[src/verilog/tcsrc_pkg.sv]
// tcsrc_pkg: constants, levels, modes and field layouts for the transmit clock select and rate control block
`default_nettype none
package tcsrc_pkg;

	// register byte addresses
	localparam logic [31:0] CTRL_ADDR = 32'h0000_0000;
	localparam logic [31:0] STATUS_ADDR = 32'h0000_0004;
	localparam logic [31:0] PHASE_ADDR = 32'h0000_0008;
	localparam logic [31:0] CAPTURE_ADDR = 32'h0000_000c;
	localparam logic [31:0] ADDR_WORD_MASK = 32'h0000_00fc;
	localparam logic [31:0] CTRL_RESET = 32'h0000_0000;
	localparam logic [31:0] CTRL_MASK = 32'h0000_01ff;
	localparam logic [1:0] RESP_OKAY = 2'h0;
	localparam logic [1:0] RESP_SLVERR = 2'h2;

	// control register field positions
	localparam int CTRL_TXSEL_LSB = 0;
	localparam int CTRL_RATE_BIT = 2;
	localparam int CTRL_RXSEL_BIT = 3;
	localparam int CTRL_PHRST_BIT = 4;
	localparam int CTRL_MODE0_LSB = 5;
	localparam int CTRL_MODE1_LSB = 7;

	// multipliers of the transmit bit-rate clock over the reference clock
	localparam logic [4:0] PLL_MULT_FULL = 5'h0a;
	localparam logic [4:0] PLL_MULT_HALF = 5'h14;

	// three-level encoding: 00 low, 01 mid, 1x high
	localparam logic [1:0] LEVEL_MID_CODE = 2'h1;
	localparam int SYNC_WIDTH = 12;
	localparam int DATA_WIDTH = 8;
	localparam int CT_WIDTH = 2;
	localparam logic [15:0] CNT_ONE = 16'h0001;
	localparam logic [15:0] MATCH_SLACK = 16'h0001;
	localparam logic [3:0] MODES_PER_LEVEL = 4'h3;

	typedef enum logic [1:0] {LVL_LOW, LVL_MID, LVL_HIGH} tcsrc_level_t;

	typedef enum logic [3:0] {
		MODE_0, MODE_1, MODE_2, MODE_3, MODE_4, MODE_5, MODE_6, MODE_7, MODE_8
	} tcsrc_mode_t;

	// static controls as software sets them
	typedef struct packed {
		logic [1:0] txMode1;
		logic [1:0] txMode0;
		logic txPhaseReset;
		logic rxSelect;
		logic rateSelect;
		logic [1:0] txInputSelect;
	} tcsrc_ctrl_t;

	// block state as software reads it
	typedef struct packed {
		logic [17:0] zero;
		logic hostFreqMismatch;
		logic phaseHeld;
		logic hostClockInUse;
		logic rxHalfRate;
		logic [4:0] pllMultiplier;
		logic invalidCombo;
		logic [3:0] modeIndex;
	} tcsrc_status_t;

endpackage

`default_nettype wire

[src/verilog/tcsrc_top.sv]
// tcsrc_top: transmit input clock selection, rate control and output clock shaping with an AXI4-Lite register slave
//
// Overview of operation
// [RULE1] low select: reference clock loads input register
// [RULE2] host never pairs host clock with high rate
// [RULE3] tx clock output: reference rate, doubled when high
// [RULE4] high rate: bit clock twenty times reference
// [RULE5] low rate: bit clock ten times reference
// [RULE6] rx select low, rate high: half-rate rx clocks
// [RULE7] rx select low, rate low: full-rate rx clocks
// [RULE8] host clock matches tx clock output frequency
// [RULE9] track host clock phase until phase reset high
// [RULE10] two three-level inputs decode nine modes
// [RULE11] tx clock output true and complement, character-synchronous
// [RULE12] tx clock output phase unrelated to reference
// [RULE13] three-level controls resolve to low, mid, high
//
// Our own choices: the address map and the AXI4-Lite register port.
`timescale 1ns/1ps
`default_nettype none

module tcsrc_top
	import tcsrc_pkg::*;
(
	// clock and reset
	input wire logic sys_clk,
	input wire logic reset,
	// clock and data pins from the host side
	input wire logic referenceClockIn,
	input wire logic txHostInputClock,
	input wire logic [7:0] txDataIn,
	input wire logic [1:0] txCharacterType,
	// axi4-lite write address and data
	input wire logic awvalid,
	output logic awready,
	input wire logic [31:0] awaddr,
	input wire logic [2:0] awprot,
	input wire logic wvalid,
	output logic wready,
	input wire logic [31:0] wdata,
	input wire logic [3:0] wstrb,
	// axi4-lite write response
	output logic bvalid,
	input wire logic bready,
	output logic [1:0] bresp,
	// axi4-lite read
	input wire logic arvalid,
	output logic arready,
	input wire logic [31:0] araddr,
	input wire logic [2:0] arprot,
	output logic rvalid,
	input wire logic rready,
	output logic [31:0] rdata,
	output logic [1:0] rresp,
	// generated clocks
	output logic txClockOutput,
	output logic txClockOutputN,
	output logic rxClockOutput,
	output logic rxClockCopyOutput,
	// input register contents
	output logic [7:0] txHeldData,
	output logic [1:0] txHeldCharType,
	output logic txHeldStrobe
);

	// synchroniser chains: first stage feeds only the second
	logic [SYNC_WIDTH-1:0] syncA_r;
	logic [SYNC_WIDTH-1:0] syncB_r;
	logic [SYNC_WIDTH-1:0] syncC_r;
	logic [SYNC_WIDTH-1:0] pinStable_r;
	logic [SYNC_WIDTH-1:0] pinStable_nxt;
	logic [SYNC_WIDTH-1:0] pinRaw;
	assign pinRaw = {txCharacterType, txDataIn, txHostInputClock, referenceClockIn};

	genvar gi;
	generate
		for (gi = 0; gi < SYNC_WIDTH; gi++) begin : gSync
			// a change counts only once stages two and three agree
			assign pinStable_nxt[gi] = (syncB_r[gi] == syncC_r[gi]) ? syncC_r[gi] : pinStable_r[gi];
			always_ff @(posedge sys_clk) begin
				if (reset) begin
					syncA_r[gi] <= 1'b0;
					syncB_r[gi] <= 1'b0;
					syncC_r[gi] <= 1'b0;
					pinStable_r[gi] <= 1'b0;
				end else begin
					syncA_r[gi] <= pinRaw[gi];
					syncB_r[gi] <= syncA_r[gi];
					syncC_r[gi] <= syncB_r[gi];
					pinStable_r[gi] <= pinStable_nxt[gi];
				end
			end
		end
	endgenerate

	// edge detection on the filtered clock pins
	wire logic refLevel = pinStable_r[0];
	wire logic hostLevel = pinStable_r[1];
	wire logic refEdge = pinStable_nxt[0] ^ pinStable_r[0];
	wire logic hostRise = pinStable_nxt[1] & ~pinStable_r[1];
	wire logic hostEdge = pinStable_nxt[1] ^ pinStable_r[1];
	wire logic refRise = pinStable_nxt[0] & ~pinStable_r[0];

	// control register and its decoded fields
	logic [31:0] ctrl_r;
	tcsrc_ctrl_t ctrlF;
	assign ctrlF = tcsrc_ctrl_t'(ctrl_r[8:0]);

	// three-level resolution: codes 2 and 3 both mean high
	tcsrc_level_t txSelLvl;
	tcsrc_level_t mode0Lvl;
	tcsrc_level_t mode1Lvl;
	assign txSelLvl = ctrlF.txInputSelect[1] ? LVL_HIGH :
		(ctrlF.txInputSelect == LEVEL_MID_CODE) ? LVL_MID : LVL_LOW; // [RULE13]
	assign mode0Lvl = ctrlF.txMode0[1] ? LVL_HIGH : (ctrlF.txMode0 == LEVEL_MID_CODE) ? LVL_MID : LVL_LOW; // [RULE13]
	assign mode1Lvl = ctrlF.txMode1[1] ? LVL_HIGH : (ctrlF.txMode1 == LEVEL_MID_CODE) ? LVL_MID : LVL_LOW; // [RULE13]

	// nine transmit modes from the two three-level inputs
	logic [3:0] modeProduct;
	tcsrc_mode_t tx_operating_mode_select;
	assign modeProduct = 4'(4'(mode1Lvl) * MODES_PER_LEVEL);
	assign tx_operating_mode_select = tcsrc_mode_t'(4'(modeProduct + 4'(mode0Lvl))); // [RULE10]

	// host clock only when the select is mid or high
	wire logic useHostClock = (txSelLvl != LVL_LOW); // [RULE1]
	// the configuring party keeps this pairing out; it is only reported
	wire logic invalidCombo = useHostClock & ctrlF.rateSelect; // [RULE2]
	wire logic loadEdge = useHostClock ? hostRise : refRise; // [RULE1]

	// bit-rate multiplier of the transmit pll
	wire logic [4:0] pllMultiplier = ctrlF.rateSelect ? PLL_MULT_HALF : PLL_MULT_FULL; // [RULE4] [RULE5]

	// reference half-period measurement drives the output clock timing
	logic [15:0] sinceRef_r;
	logic [15:0] refHalf_r;
	logic [15:0] sinceHost_r;
	logic [15:0] hostHalf_r;
	wire logic [15:0] quarterPoint = 16'((refHalf_r >> 1) - CNT_ONE);
	wire logic midToggle = ctrlF.rateSelect & (refHalf_r > CNT_ONE) & (sinceRef_r == quarterPoint);
	always_ff @(posedge sys_clk) begin
		if (reset) begin
			sinceRef_r <= 16'h0000;
			refHalf_r <= 16'h0000;
			sinceHost_r <= 16'h0000;
			hostHalf_r <= 16'h0000;
		end else begin
			sinceRef_r <= refEdge ? 16'h0000 : 16'(sinceRef_r + CNT_ONE);
			if (refEdge) begin
				refHalf_r <= 16'(sinceRef_r + CNT_ONE);
			end
			sinceHost_r <= hostEdge ? 16'h0000 : 16'(sinceHost_r + CNT_ONE);
			if (hostEdge) begin
				hostHalf_r <= 16'(sinceHost_r + CNT_ONE);
			end
		end
	end

	// transmit clock output: toggles each reference half, and mid-half too at the high rate
	logic txClock_r;
	logic txClockN_r;
	wire logic txClockToggle = refEdge | midToggle; // [RULE3]
	always_ff @(posedge sys_clk) begin
		if (reset) begin
			txClock_r <= 1'b0;
			txClockN_r <= 1'b1;
		end else if (txClockToggle) begin
			txClock_r <= ~txClock_r; // [RULE11]
			txClockN_r <= txClock_r; // [RULE11]
		end
	end

	// the output is re-timed through the pin filter, so its phase against the reference pin is not fixed [RULE12]
	wire logic [15:0] txHalf = ctrlF.rateSelect ? 16'(refHalf_r >> 1) : refHalf_r;
	wire logic [15:0] halfDiff = (hostHalf_r > txHalf) ? 16'(hostHalf_r - txHalf) : 16'(txHalf - hostHalf_r);
	wire logic freqMismatch = useHostClock & (halfDiff > MATCH_SLACK); // [RULE8]

	// host clock phase against the reference: tracked while phase reset is low, frozen when high
	logic [15:0] phaseOffset_r;
	logic freqMismatch_r;
	always_ff @(posedge sys_clk) begin
		if (reset) begin
			phaseOffset_r <= 16'h0000;
			freqMismatch_r <= 1'b0;
		end else begin
			if (hostRise & ~ctrlF.txPhaseReset) begin
				phaseOffset_r <= sinceRef_r; // [RULE9]
			end
			freqMismatch_r <= freqMismatch;
		end
	end

	// receive clocks follow the reference when selected low, otherwise the transmit clock
	logic rxClock_r;
	logic rxClockCopy_r;
	wire logic rxLevel = ctrlF.rxSelect ? txClock_r : refLevel; // [RULE6] [RULE7]
	wire logic rxHalfRate = ~ctrlF.rxSelect & ctrlF.rateSelect; // [RULE6] [RULE7]
	always_ff @(posedge sys_clk) begin
		if (reset) begin
			rxClock_r <= 1'b0;
			rxClockCopy_r <= 1'b0;
		end else begin
			rxClock_r <= rxLevel;
			rxClockCopy_r <= rxLevel;
		end
	end

	// transmit input register, loaded on the selected clock's rising edge
	logic [DATA_WIDTH-1:0] heldData_r;
	logic [CT_WIDTH-1:0] heldCt_r;
	logic heldStrobe_r;
	logic [15:0] loadCount_r;
	always_ff @(posedge sys_clk) begin
		if (reset) begin
			heldData_r <= 8'h00;
			heldCt_r <= 2'h0;
			heldStrobe_r <= 1'b0;
			loadCount_r <= 16'h0000;
		end else begin
			heldStrobe_r <= loadEdge;
			if (loadEdge) begin
				heldData_r <= pinStable_r[9:2]; // [RULE1]
				heldCt_r <= pinStable_r[11:10]; // [RULE1]
				loadCount_r <= 16'(loadCount_r + CNT_ONE);
			end
		end
	end

	// status word
	tcsrc_status_t statusW;
	always_comb begin
		statusW = '0;
		statusW.modeIndex = tx_operating_mode_select;
		statusW.invalidCombo = invalidCombo;
		statusW.pllMultiplier = pllMultiplier;
		statusW.rxHalfRate = rxHalfRate;
		statusW.hostClockInUse = useHostClock;
		statusW.phaseHeld = ctrlF.txPhaseReset;
		statusW.hostFreqMismatch = freqMismatch_r;
	end

	// write channel: address and data taken in either order, answer once both are held
	logic awready_r;
	logic wready_r;
	logic bvalid_r;
	logic [1:0] bresp_r;
	logic awHeld_r;
	logic wHeld_r;
	logic [31:0] awAddrHeld_r;
	logic [31:0] wDataHeld_r;
	logic [3:0] wStrbHeld_r;
	wire logic awTake = awvalid & awready_r;
	wire logic wTake = wvalid & wready_r;
	wire logic doWrite = awHeld_r & wHeld_r & ~bvalid_r;
	wire logic awHeld_nxt = doWrite ? 1'b0 : (awHeld_r | awTake);
	wire logic wHeld_nxt = doWrite ? 1'b0 : (wHeld_r | wTake);
	wire logic bvalid_nxt = doWrite | (bvalid_r & ~bready);
	wire logic [31:0] wrWord = awAddrHeld_r & ADDR_WORD_MASK;
	wire logic wrCtrl = (wrWord == CTRL_ADDR);
	wire logic wrKnown = wrCtrl | (wrWord == STATUS_ADDR) | (wrWord == PHASE_ADDR) | (wrWord == CAPTURE_ADDR);
	logic [31:0] ctrlMerged;
	generate
		for (gi = 0; gi < 4; gi++) begin : gLane
			assign ctrlMerged[gi*8 +: 8] = wStrbHeld_r[gi] ? wDataHeld_r[gi*8 +: 8] : ctrl_r[gi*8 +: 8];
		end
	endgenerate

	// write-side flops; read-only registers ignore writes but answer okay
	always_ff @(posedge sys_clk) begin
		if (reset) begin
			awready_r <= 1'b0;
			wready_r <= 1'b0;
			bvalid_r <= 1'b0;
			bresp_r <= RESP_OKAY;
			awHeld_r <= 1'b0;
			wHeld_r <= 1'b0;
			awAddrHeld_r <= 32'h0000_0000;
			wDataHeld_r <= 32'h0000_0000;
			wStrbHeld_r <= 4'h0;
			ctrl_r <= CTRL_RESET;
		end else begin
			awHeld_r <= awHeld_nxt;
			wHeld_r <= wHeld_nxt;
			bvalid_r <= bvalid_nxt;
			awready_r <= ~awHeld_nxt & ~bvalid_nxt;
			wready_r <= ~wHeld_nxt & ~bvalid_nxt;
			if (awTake) begin
				awAddrHeld_r <= awaddr;
			end
			if (wTake) begin
				wDataHeld_r <= wdata;
				wStrbHeld_r <= wstrb;
			end
			if (doWrite) begin
				bresp_r <= wrKnown ? RESP_OKAY : RESP_SLVERR;
				if (wrCtrl) begin
					ctrl_r <= ctrlMerged & CTRL_MASK;
				end
			end
		end
	end

	// read decode
	wire logic [31:0] rdWord = araddr & ADDR_WORD_MASK;
	logic [31:0] rdMux;
	logic rdKnown;
	always_comb begin
		rdKnown = 1'b1;
		if (rdWord == CTRL_ADDR) begin
			rdMux = ctrl_r;
		end else if (rdWord == STATUS_ADDR) begin
			rdMux = statusW;
		end else if (rdWord == PHASE_ADDR) begin
			rdMux = {refHalf_r, phaseOffset_r};
		end else if (rdWord == CAPTURE_ADDR) begin
			rdMux = {loadCount_r, 6'h00, heldCt_r, heldData_r};
		end else begin
			rdMux = 32'h0000_0000;
			rdKnown = 1'b0;
		end
	end

	// read channel: one read at a time, answered the cycle after the address is taken
	logic arready_r;
	logic rvalid_r;
	logic [31:0] rdata_r;
	logic [1:0] rresp_r;
	wire logic arTake = arvalid & arready_r;
	wire logic rvalid_nxt = arTake | (rvalid_r & ~rready);
	always_ff @(posedge sys_clk) begin
		if (reset) begin
			arready_r <= 1'b0;
			rvalid_r <= 1'b0;
			rdata_r <= 32'h0000_0000;
			rresp_r <= RESP_OKAY;
		end else begin
			rvalid_r <= rvalid_nxt;
			arready_r <= ~rvalid_nxt;
			if (arTake) begin
				rdata_r <= rdMux;
				rresp_r <= rdKnown ? RESP_OKAY : RESP_SLVERR;
			end
		end
	end

	// outputs, all straight from flops
	assign awready = awready_r;
	assign wready = wready_r;
	assign bvalid = bvalid_r;
	assign bresp = bresp_r;
	assign arready = arready_r;
	assign rvalid = rvalid_r;
	assign rdata = rdata_r;
	assign rresp = rresp_r;
	assign txClockOutput = txClock_r;
	assign txClockOutputN = txClockN_r;
	assign rxClockOutput = rxClock_r;
	assign rxClockCopyOutput = rxClockCopy_r;
	assign txHeldData = heldData_r;
	assign txHeldCharType = heldCt_r;
	assign txHeldStrobe = heldStrobe_r;

	// protection bits carry no meaning here
	wire logic unusedProt = ^{awprot, arprot, hostLevel};

endmodule

`default_nettype wire

[config.mk]
export PLATFORM = sky130hd
export DESIGN_NAME = tcsrc_top
export DESIGN_NICKNAME = d
export VERILOG_FILES = /design/src/verilog/tcsrc_pkg.sv /design/src/verilog/tcsrc_top.sv
export SDC_FILE = /design/constraint.sdc
export NUM_CORES = 1
export LEC_CHECK = 0
export ABC_AREA = 1
export BUFFER_PORTS_ARGS = -buffer_cell sky130_fd_sc_hd__buf_4
export CORE_MARGIN = 5
export CORE_UTILIZATION = 45
export DETAILED_ROUTE_END_ITERATION = 8
export PLACE_DENSITY = 0.78
export SETUP_SLACK_MARGIN = 0.1
export SYNTH_ARGS = -nofsm -noshare
export SYNTH_HDL_FRONTEND = slang
export SYNTH_SLANG_ARGS = --single-unit
[constraint.sdc]
create_clock -name sys_clk -period 3.7 [get_ports sys_clk]
set_clock_uncertainty 0.15 [all_clocks]
set_input_delay 1.11 -clock sys_clk [delete_from_list [all_inputs] [get_ports sys_clk]]
set_output_delay 1.11 -clock sys_clk [all_outputs]
set_load 0.05 [all_outputs]
# Yosys cells after proc, flatten, opt, wreduce, memory -nomap -nowiden
# Index checks and enable logic that the tools add are counted.
[classes]
n_addsub = 7
n_mul = 1
magnitude_cmp = 3
eq_ne = 22
mux = 25
n_bitwise = 39
reduce_logical = 7
[op_table]
columns = ["cell", "n"]
rows = [
  ["2-to-1 mux 32 bit", 4],
  ["logical NOT 32 bit", 2],
  ["adder 16 x 1 -> 16 bit (second input constant)", 3],
  ["greater-than comparator 16 x 1 -> 1 bit (second input constant)", 2],
  ["2-to-1 mux 16 bit", 2],
  ["subtractor 16 bit", 2],
  ["== test 6 x 2 -> 1 bit (second input constant)", 4],
  ["AND 1 bit", 17],
  ["== test 16 bit", 1],
  ["greater-than comparator 16 bit", 1],
  ["subtractor 15 x 1 -> 16 bit (second input constant)", 1],
  ["2-to-1 mux 1 bit", 13],
  ["== test 1 bit", 12],
  ["== test 6 x 1 -> 1 bit (second input constant)", 2],
  ["inverter 1 bit", 12],
  ["2-to-1 mux 2 bit", 5],
  ["bitwise OR 1 bit", 8],
  ["== test 2 x 1 -> 1 bit (second input constant)", 3],
  ["AND reduction 3 bit", 2],
  ["2-to-1 mux 5 bit", 1],
  ["adder 4 x 2 -> 4 bit", 1],
  ["multiplier 2 x 2 -> 4 bit (second input constant)", 1],
  ["OR reduction 2 bit", 2],
  ["nonzero test 2 bit", 1],
  ["XOR 1 bit", 2],
]
[totals]
register_bits = 230
out_inout_bits = 56
elab_cells = 180

# Logic depth before layout (Yosys ltp)
# Gate-level depths: netlist (run 1).
[depth]
word_depth = 7
ltp_mapped = 23
depth_no_buf = 22

# Worst setup path before layout (run 1)
# OpenSTA, ideal clock, no wires.
[synth_timing]
path_type = "register to register"
from = "register ctrl_r[2]"
to = "register freqMismatch_r"
arrival_time_ns = 2.510
t_required_ns = 3.439
path_slack_ns = 0.929
stages_incl_launch_ff = 22
path_buffers = 2
path_cell_list = "dfxtp_1 -> clkbuf_1 -> clkbuf_1 -> o21ai_0 -> inv_1 -> ha_1 -> inv_1 -> fa_1 -> nand3_1 -> nand3_1 -> nand2_1 -> nand2_2 -> nand2_2 -> nand2_4 -> nand2_4 -> nand2_1 -> nand2_1 -> nor2_1 -> nor2_1 -> nand3_1 -> nor2_1 -> nor2_1"
[synth_via]
elab_chain_cells = 5
[synth_lines]
columns = ["element", "line_no", "source"]
rows = [
  ["start: declaration", "tcsrc_top.sv:105", "logic [31:0] ctrl_r;"],
  ["start signal: assignment", "tcsrc_top.sv:296", "ctrl_r <= ctrlMerged & CTRL_MASK;"],
  ["2-to-1 mux 16 bit *", "tcsrc_top.sv:173", "wire logic [15:0] txHalf = ctrlF.rateSelect ? 16'(refHalf_r >> 1) : refHalf_r;"],
  ["subtractor 16 bit or greater-than comparator 16 bit (tied branches)", "tcsrc_top.sv:174", "wire logic [15:0] halfDiff = (hostHalf_r > txHalf) ? 16'(hostHalf_r - txHalf) : 16'(txHalf - hostHalf_r);"],
  ["2-to-1 mux 16 bit *", "tcsrc_top.sv:174", ""],
  ["greater-than comparator 16 x 1 -> 1 bit *", "tcsrc_top.sv:175", "wire logic freqMismatch = useHostClock & (halfDiff > MATCH_SLACK);"],
  ["AND 1 bit *", "tcsrc_top.sv:175", ""],
  ["end signal: assignment", "tcsrc_top.sv:188", "freqMismatch_r <= freqMismatch;"],
  ["end: declaration", "tcsrc_top.sv:179", "logic freqMismatch_r;"],
]
# Mark *: on every way between the ends. The rest lies on a longest branch, timed or not.
# A chain may end at the register's enable or synchronous reset.

# Worst setup path after layout (run 1)
# Same ends and word-level chain as after synthesis.

==> results of run 1 <==
## Yosys cell counts, drive strengths merged
library cell,instances,area [µm²]
nor4,2,18.8
nand3b,2,15.0
nand2,321,1240
a211oi,6,45.0
xnor2,13,114
conb,1,3.75
a22o,3,26.3
o21bai,4,30.0
and2,3,20.0
nor3,33,200
nor3b,1,12.5
a31oi,5,31.3
buf,9,50.1
o221ai,2,17.5
nor2,212,833
nand3,61,325
o211ai,1,7.51
o21ai,108,541
a41oi,2,17.5
a22oi,1,7.51
dfxtp,226,4520
ha,41,513
inv,237,892
a221oi,4,35.0
a21oi,110,551
clkbuf,41,154
or2,1,6.26
fa,2,40.0
a31o,1,8.76
xor2,40,350
clkinv,5,18.8
nand4,16,106
o22ai,44,275
## worst max-delay path: cells and delay by family (launching register included)
kind | cells | cell delay (ps)
fa+ha+maj | 1 | 390
compound gates | 1 | 460
simple gates | 13 | 1440
buf+inv | 2 | 350
flops | 1 | 350
## cells in the final DEF, fill, tap and decap left out, types with 40 or more instances in the layout
cell,n
nand2_1,312
buf_4,110
a21oi_1,110
nand3_1,57
ha_1,41
nor2_1,203
o21ai_0,105
o22ai_1,44
dfxtp_1,226
xor2_1,40
inv_1,232
## layout make-up
type | instances | area (µm²) | share of cell area [%]
Timing Repair Buffer | 110 | 826 | 6.39
Tap cell | 324 | 405 | 3.14
Inverter | 242 | 911 | 7.05
Clock buffer | 28 | 614 | 4.76
Multi-Input combinational cell | 1041 | 5400 | 41.8
Sequential cell | 226 | 4520 | 35.0
Clock inverter | 14 | 238 | 1.84
## per-layer routing
layer | global-route usage (%) | up-vias | wire length (µm)
li1 | - | 5150 | -
met4 | 5.69 | 0 | 748
met5 | 0 | - | 0
met2 | 32.4 | 276 | 12700
met1 | 25.9 | 4551 | 12600
met3 | 2.92 | 55 | 1460
## kinds of logic after synthesis
logic type	Yosys count
AND/OR/NAND/NOR	652
buffers and inverters	292
AO/OA/AOI/OAI	291
flip-flops	226
XOR/XNOR	53
adder cells (fa/ha/maj)	43
other	1
## power groups by stage
| stage | combinational, W | clock (W) | sequential [W] |
|---|---|---|---|
| after floorplan | 0.000210 | 0 | 0.00260 |
| after global placement | 0.000352 | 0 | 0.00257 |
| after detailed placement | 0.000356 | 0 | 0.00257 |
| after CTS | 0.000360 | 0.00262 | 0.00251 |
| after global routing | 0.000402 | 0.00273 | 0.00252 |
| final | 0.000359 | 0.00259 | 0.00251 |
## path summary, 6_finish.rpt
path / from / to
worst min register to register: syncA_r[11] / syncB_r[11]
worst max-delay path: ctrl_r[2] / freqMismatch_r
worst min-delay path: syncA_r[11] / syncB_r[11]
worst max register to register: ctrl_r[2] / freqMismatch_r
## flip-flops by register name (all words and copies together), names as in the netlist, 2 cells and up
signal and cells:
phaseOffset_r 16, hostHalf_r 16, wDataHeld_r 9, syncB_r 12, txHeldCharType 2, rdata 32
syncC_r 12, sinceHost_r 16, loadCount_r 16, ctrl_r 9, awAddrHeld_r 6, pinStable_r 10
refHalf_r 16, sinceRef_r 16, txHeldData 8, syncA_r 12, wStrbHeld_r 2
## stage by stage
step / hold WS (ps) / cell area (µm²) / utilization, % / total power (W)
final: 251 / 12900 / 53.3 / 0.00547
after global routing: 266 / 12900 / 53.3 / 0.00565
after CTS: 251 / 12900 / 53.3 / 0.00550
after detailed placement: 244 / 12100 / 49.8 / 0.00292
after global placement: 239 / 12100 / 49.8 / 0.00292
after floorplan: 238 / 11000 / - / 0.00281
==> results.json, run 1 <==
{
  "status": "finished clean",
  "internal_power_w": 0.00422,
  "synth_cells": 1558,
  "antennaDiodeCount": 0,
  "clk_latency_ps": 520,
  "cts_setup_buffers": 0,
  "powerDensity_mw_per_mm2": 423,
  "cp-start-kind": "flip-flop",
  "die_h_um": 167,
  "dpl_worst_slack_ps": 468,
  "placed_cells": 1943,
  "synth_cell_types": 47,
  "hold_buffers": 0,
  "numCtsBuffers": 23,
  "crit_slowest_cell": "o21ai_0",
  "post-route-period-util_pct": 88.0,
  "synthXorXnorAreaFrac_pct": 4.21,
  "reg2reg_slack_ps": 450,
  "required_ps": 3960,
  "ant_nets": 0,
  "fmaxAchievable_mhz": 307,
  "hpwl_um": 20600,
  "hold_viol": 0,
  "nNetsFinal": 1812,
  "wirelength_um": 27500,
  "port_buffers": 95,
  "setup-tns-final_ps": 0,
  "clkPwrFrac_pct": 47.4,
  "initialDrtViolationCount": 632,
  "synth_compound_area_share_pct": 14.4,
  "worst_pin_slew_ps": 829,
  "drc": 0,
  "leakage_nw": 5.87,
  "coreArea_mm2": 0.0242,
  "drive_gt1_share_pct": 11.4,
  "cp_cell_sequence": "buf_4 > o21ai_0 > inv_1 > ha_1 > nand2_1 > nor2_1 > nand2_1 > nand3_1 > nand2_1 > nand3_1 > nand2_1 > nand2_1 > nand2_1 > nor2_1 > nand3_1 > nor2_1 > nor2_1",
  "final_cells": 1985,
  "period_needed_ps": 3250,
  "yosys_register_bits": 226,
  "worst_hold_path_type": "reg2reg",
  "fillers": 2318,
  "start_util_pct": 45.5,
  "muxShareOfSynthArea_pct": 0,
  "synthAdderAreaFrac_pct": 5.01,
  "grt_overflow": 0,
  "end_kind": "flip-flop",
  "vias_per_cell": 5.05,
  "slew_headroom_pct": 44.2,
  "ctsResizeCount": 0,
  "cts_tree": "yes",
  "vdd_drop_max_mv": 0.354,
  "first_pass_iters": 7,
  "synth_seq_area_share_pct": 41.0,
  "synth-simple-area-share_pct": 25.2,
  "dieArea_mm2": 0.0277,
  "crit_top_cell": "nand2_1",
  "rsz0062_at_grt": "no",
  "grt_max_degree": 80,
  "num_rows": 57,
  "swShare_pct": 22.8,
  "worstPathMaxFanout": 27,
  "die_w_um": 167,
  "syn2layout_area_growth_pct": 17.1,
  "maxSlewViolCount": 0,
  "grt_pass1_wl_um": 46000,
  "syn-cell-area_mm2": 0.0110,
  "switchingPower_w": 0.00125,
  "htree_levels": 1,
  "maxCapViolations": 0,
  "synth_top_family_by_area": "simple AND/OR/NAND/NOR gates",
  "avgSynthCellArea_um2": 7.08,
  "grt_pass1_vias": 9613,
  "critPathMaxStageDelay_ps": 460,
  "worst_slack_ps": 446,
  "cts_root_buffer": "clkbuf_16",
  "setup_viol": 0,
  "hold_depth": 2,
  "antenna_found_initial": 0,
  "reg2reg_depth": 17,
  "pin_count": 181,
  "grt_usage_pct": 19.3,
  "wire_per_inst_um": 13.8,
  "clock-sinks": 226,
  "combPwrFrac_pct": 6.6,
  "vias": 10032,
  "gp_congestion": 0.889,
  "p_seq_share_pct": 46.0,
  "clkTransAtPathRegs_ps": 60,
  "path_class": "reg2reg",
  "clock_path_buffers": 3,
  "synth_warnings": 0,
  "cp_data_arrival_time_ps": 3510
}
(Power assumes the default switching activity.)
==> inputs of run 2 (changes only) <==
- PLACE_DENSITY: 0.78 -> 0.76
==> run 2 against run 1 <==
  * Cell count did not move
  * Flip-flop and latch count did not move
  * Global-route usage fell by 0.26 points
  * Sequential power barely moved
  * Combinational power barely moved
  * Die area did not move
  * Total power fell by 0.94%
  * Critical path type unchanged
  * Highest routed layer unchanged
==> results.json, run 2 (synthesis gave the netlist of run 1 again) <==
{
  "required_ps": 3940,
  "reg2reg_slack_ps": 430,
  "antennaDiodeCount": 0,
  "leakage_nw": 5.87,
  "final_cells": 1985,
  "worstReg2RegStart": "refHalf_r[1]",
  "dieArea_mm2": 0.0277,
  "placed_area_mm2": 0.0120,
  "start_util_pct": 45.5,
  "worst_hold_path_type": "reg2reg",
  "period_needed_ps": 3270,
  "timing.rr.end": "freqMismatch_r",
  "maxSlewViolCount": 0,
  "grt_pass1_wl_um": 45700,
  "reg2reg_depth": 21,
  "cp_data_arrival_time_ps": 3510,
  "vias": 10024,
  "largest_register_ffs": 32,
  "cts_root_buffer": "clkbuf_16",
  "layout_common_cells": "nand2_1, inv_1, dfxtp_1",
  "cts_tree": "yes",
  "min_from": "syncA_r[8]",
  "die_w_um": 167,
  "first_pass_iters": 5,
  "crit_top_cell": "nand2_1",
  "critPathMaxStageDelay_ps": 470,
  "slew_headroom_pct": 44.7,
  "fmaxAchievable_mhz": 306,
  "cts_setup_buffers": 0,
  "layout_commonest_cell": "nand2_1",
  "num_rows": 57,
  "placed_cells": 1941,
  "vias_per_cell": 5.05,
  "pin_count": 181,
  "hpwl_um": 20000,
  "powerDensity_mw_per_mm2": 419,
  "clock-sinks": 226,
  "clock_path_buffers": 3,
  "end_kind": "flip-flop",
  "clkTransAtPathRegs_ps": 60,
  "path_class": "reg2reg",
  "wirelength_um": 27100,
  "design_area_mm2": 0.0129,
  "port_buffers": 95,
  "wire_per_inst_um": 13.7,
  "post-route-period-util_pct": 88.5,
  "crit_slowest_cell": "fa_1",
  "worstSetupStartpoint": "refHalf_r[1]",
  "vdd_drop_max_mv": 0.404,
  "clk_latency_ps": 500,
  "grt_overflow": 0,
  "rsz0062_at_grt": "no",
  "htree_levels": 1,
  "die_h_um": 167,
  "cp.depth": 21,
  "initialDrtViolationCount": 686,
  "worst_pin_slew_ps": 829,
  "cp-start-kind": "flip-flop",
  "drc": 0,
  "coreArea_mm2": 0.0242,
  "worstPathMaxFanout": 6,
  "cp_cell_sequence": "inv_1 > nand2_1 > o21ai_0 > inv_1 > ha_1 > inv_1 > fa_1 > nand3_1 > nand3_1 > nand2_1 > nand2_2 > nand2_2 > nand2_4 > nand2_4 > inv_4 > nor2_1 > nand3_1 > nand2_1 > nand2_1 > nor2_1 > nor2_1",
  "status": "finished clean",
  "maxCapViolations": 0,
  "gp_congestion": 0.904,
  "setup_viol": 0,
  "antenna_found_initial": 0,
  "drive_gt1_share_pct": 11.3,
  "nNetsFinal": 1811,
  "numCtsBuffers": 24,
  "dpl_worst_slack_ps": 388,
  "setup-tns-final_ps": 0,
  "grt_usage_pct": 19.1,
  "critPathTopFamily": "simple AND/OR/NAND/NOR gates",
  "cp_num_buf_inv": 4,
  "worst_slack_ps": 427,
  "hold_path_end": "syncB_r[8]",
  "grt_pass1_vias": 9681,
  "hold_depth": 2,
  "grt_max_degree": 82,
  "hold_viol": 0,
  "ant_nets": 0,
  "syn2layout_area_growth_pct": 17.0,
  "whs_ps": 251
}
## run 2: cell types whose count changed in the layout (fill, tap and decap cells not counted)
cell,change
clkbuf_8,+5
clkinv_4,+1
buf_6,+1
buf_4,-3
clkinvlp_4,-1
clkbuf_16,+2
clkbuf_1,+1
bufinv_16,-3
inv_16,-1
clkinv_2,-2
## run 2: final cells by class
class	instances	area (µm²)
clock buffer	36	737
clock inverter	8	119
fill	2329	11300
inverter	242	911
multi-input combinational	1041	5400
sequential	226	4520
tap	324	405
timing repair buffer	108	815
## run 2: worst max path at each step
| stage | slack (ps) | end |
|---|---|---|
| 3_5_place_dp | 390 | freqMismatch_r |
| 2_1_floorplan | 930 | freqMismatch_r |
| 4_1_cts | 380 | freqMismatch_r |
| 3_3_place_gp | 490 | freqMismatch_r |
| 5_1_grt | 140 | freqMismatch_r |
| 6_report | 430 | freqMismatch_r |
## run 2: report_power, final
| part | total [W] | internal (W) | switching (W) |
|---|---|---|---|
| clock | 0.00254 | 0.00158 | 0.000958 |
| combinational | 0.000358 | 0.000121 | 0.000237 |
| sequential | 0.00252 | 0.00249 | 0.0000304 |
## run 2: through the flow
step	util [%]	power, W
after floorplan	-	0.00281
after global placement	49.7	0.00292
after detailed placement	49.7	0.00292
after CTS	53.2	0.00545
after global routing	53.2	0.00559
final	53.2	0.00541
## run 2: worst min-delay path: cells and delay by family, from the launching register on
family        cells  cell delay [ps]
simple gates      1               30
flops             1              290
buf+inv           1               40
## run 2: per-layer routing
| layer | vias to the layer above | track usage, % | part of all wire (%) |
|---|---|---|---|
| met2 | 274 | 32.3 | 46 |
| met5 | - | 0 | 0 |
| met4 | 0 | 5.16 | 2.7 |
| li1 | 5139 | - | - |
| met1 | 4553 | 25.4 | 46 |
| met3 | 58 | 3.08 | 5.6 |
## run 2: repair_timing
action | in CTS | in global routing
resized for setup | 0 | 1
endpoints found under the setup margin | 0 | 1
hold buffers | 0 | 0
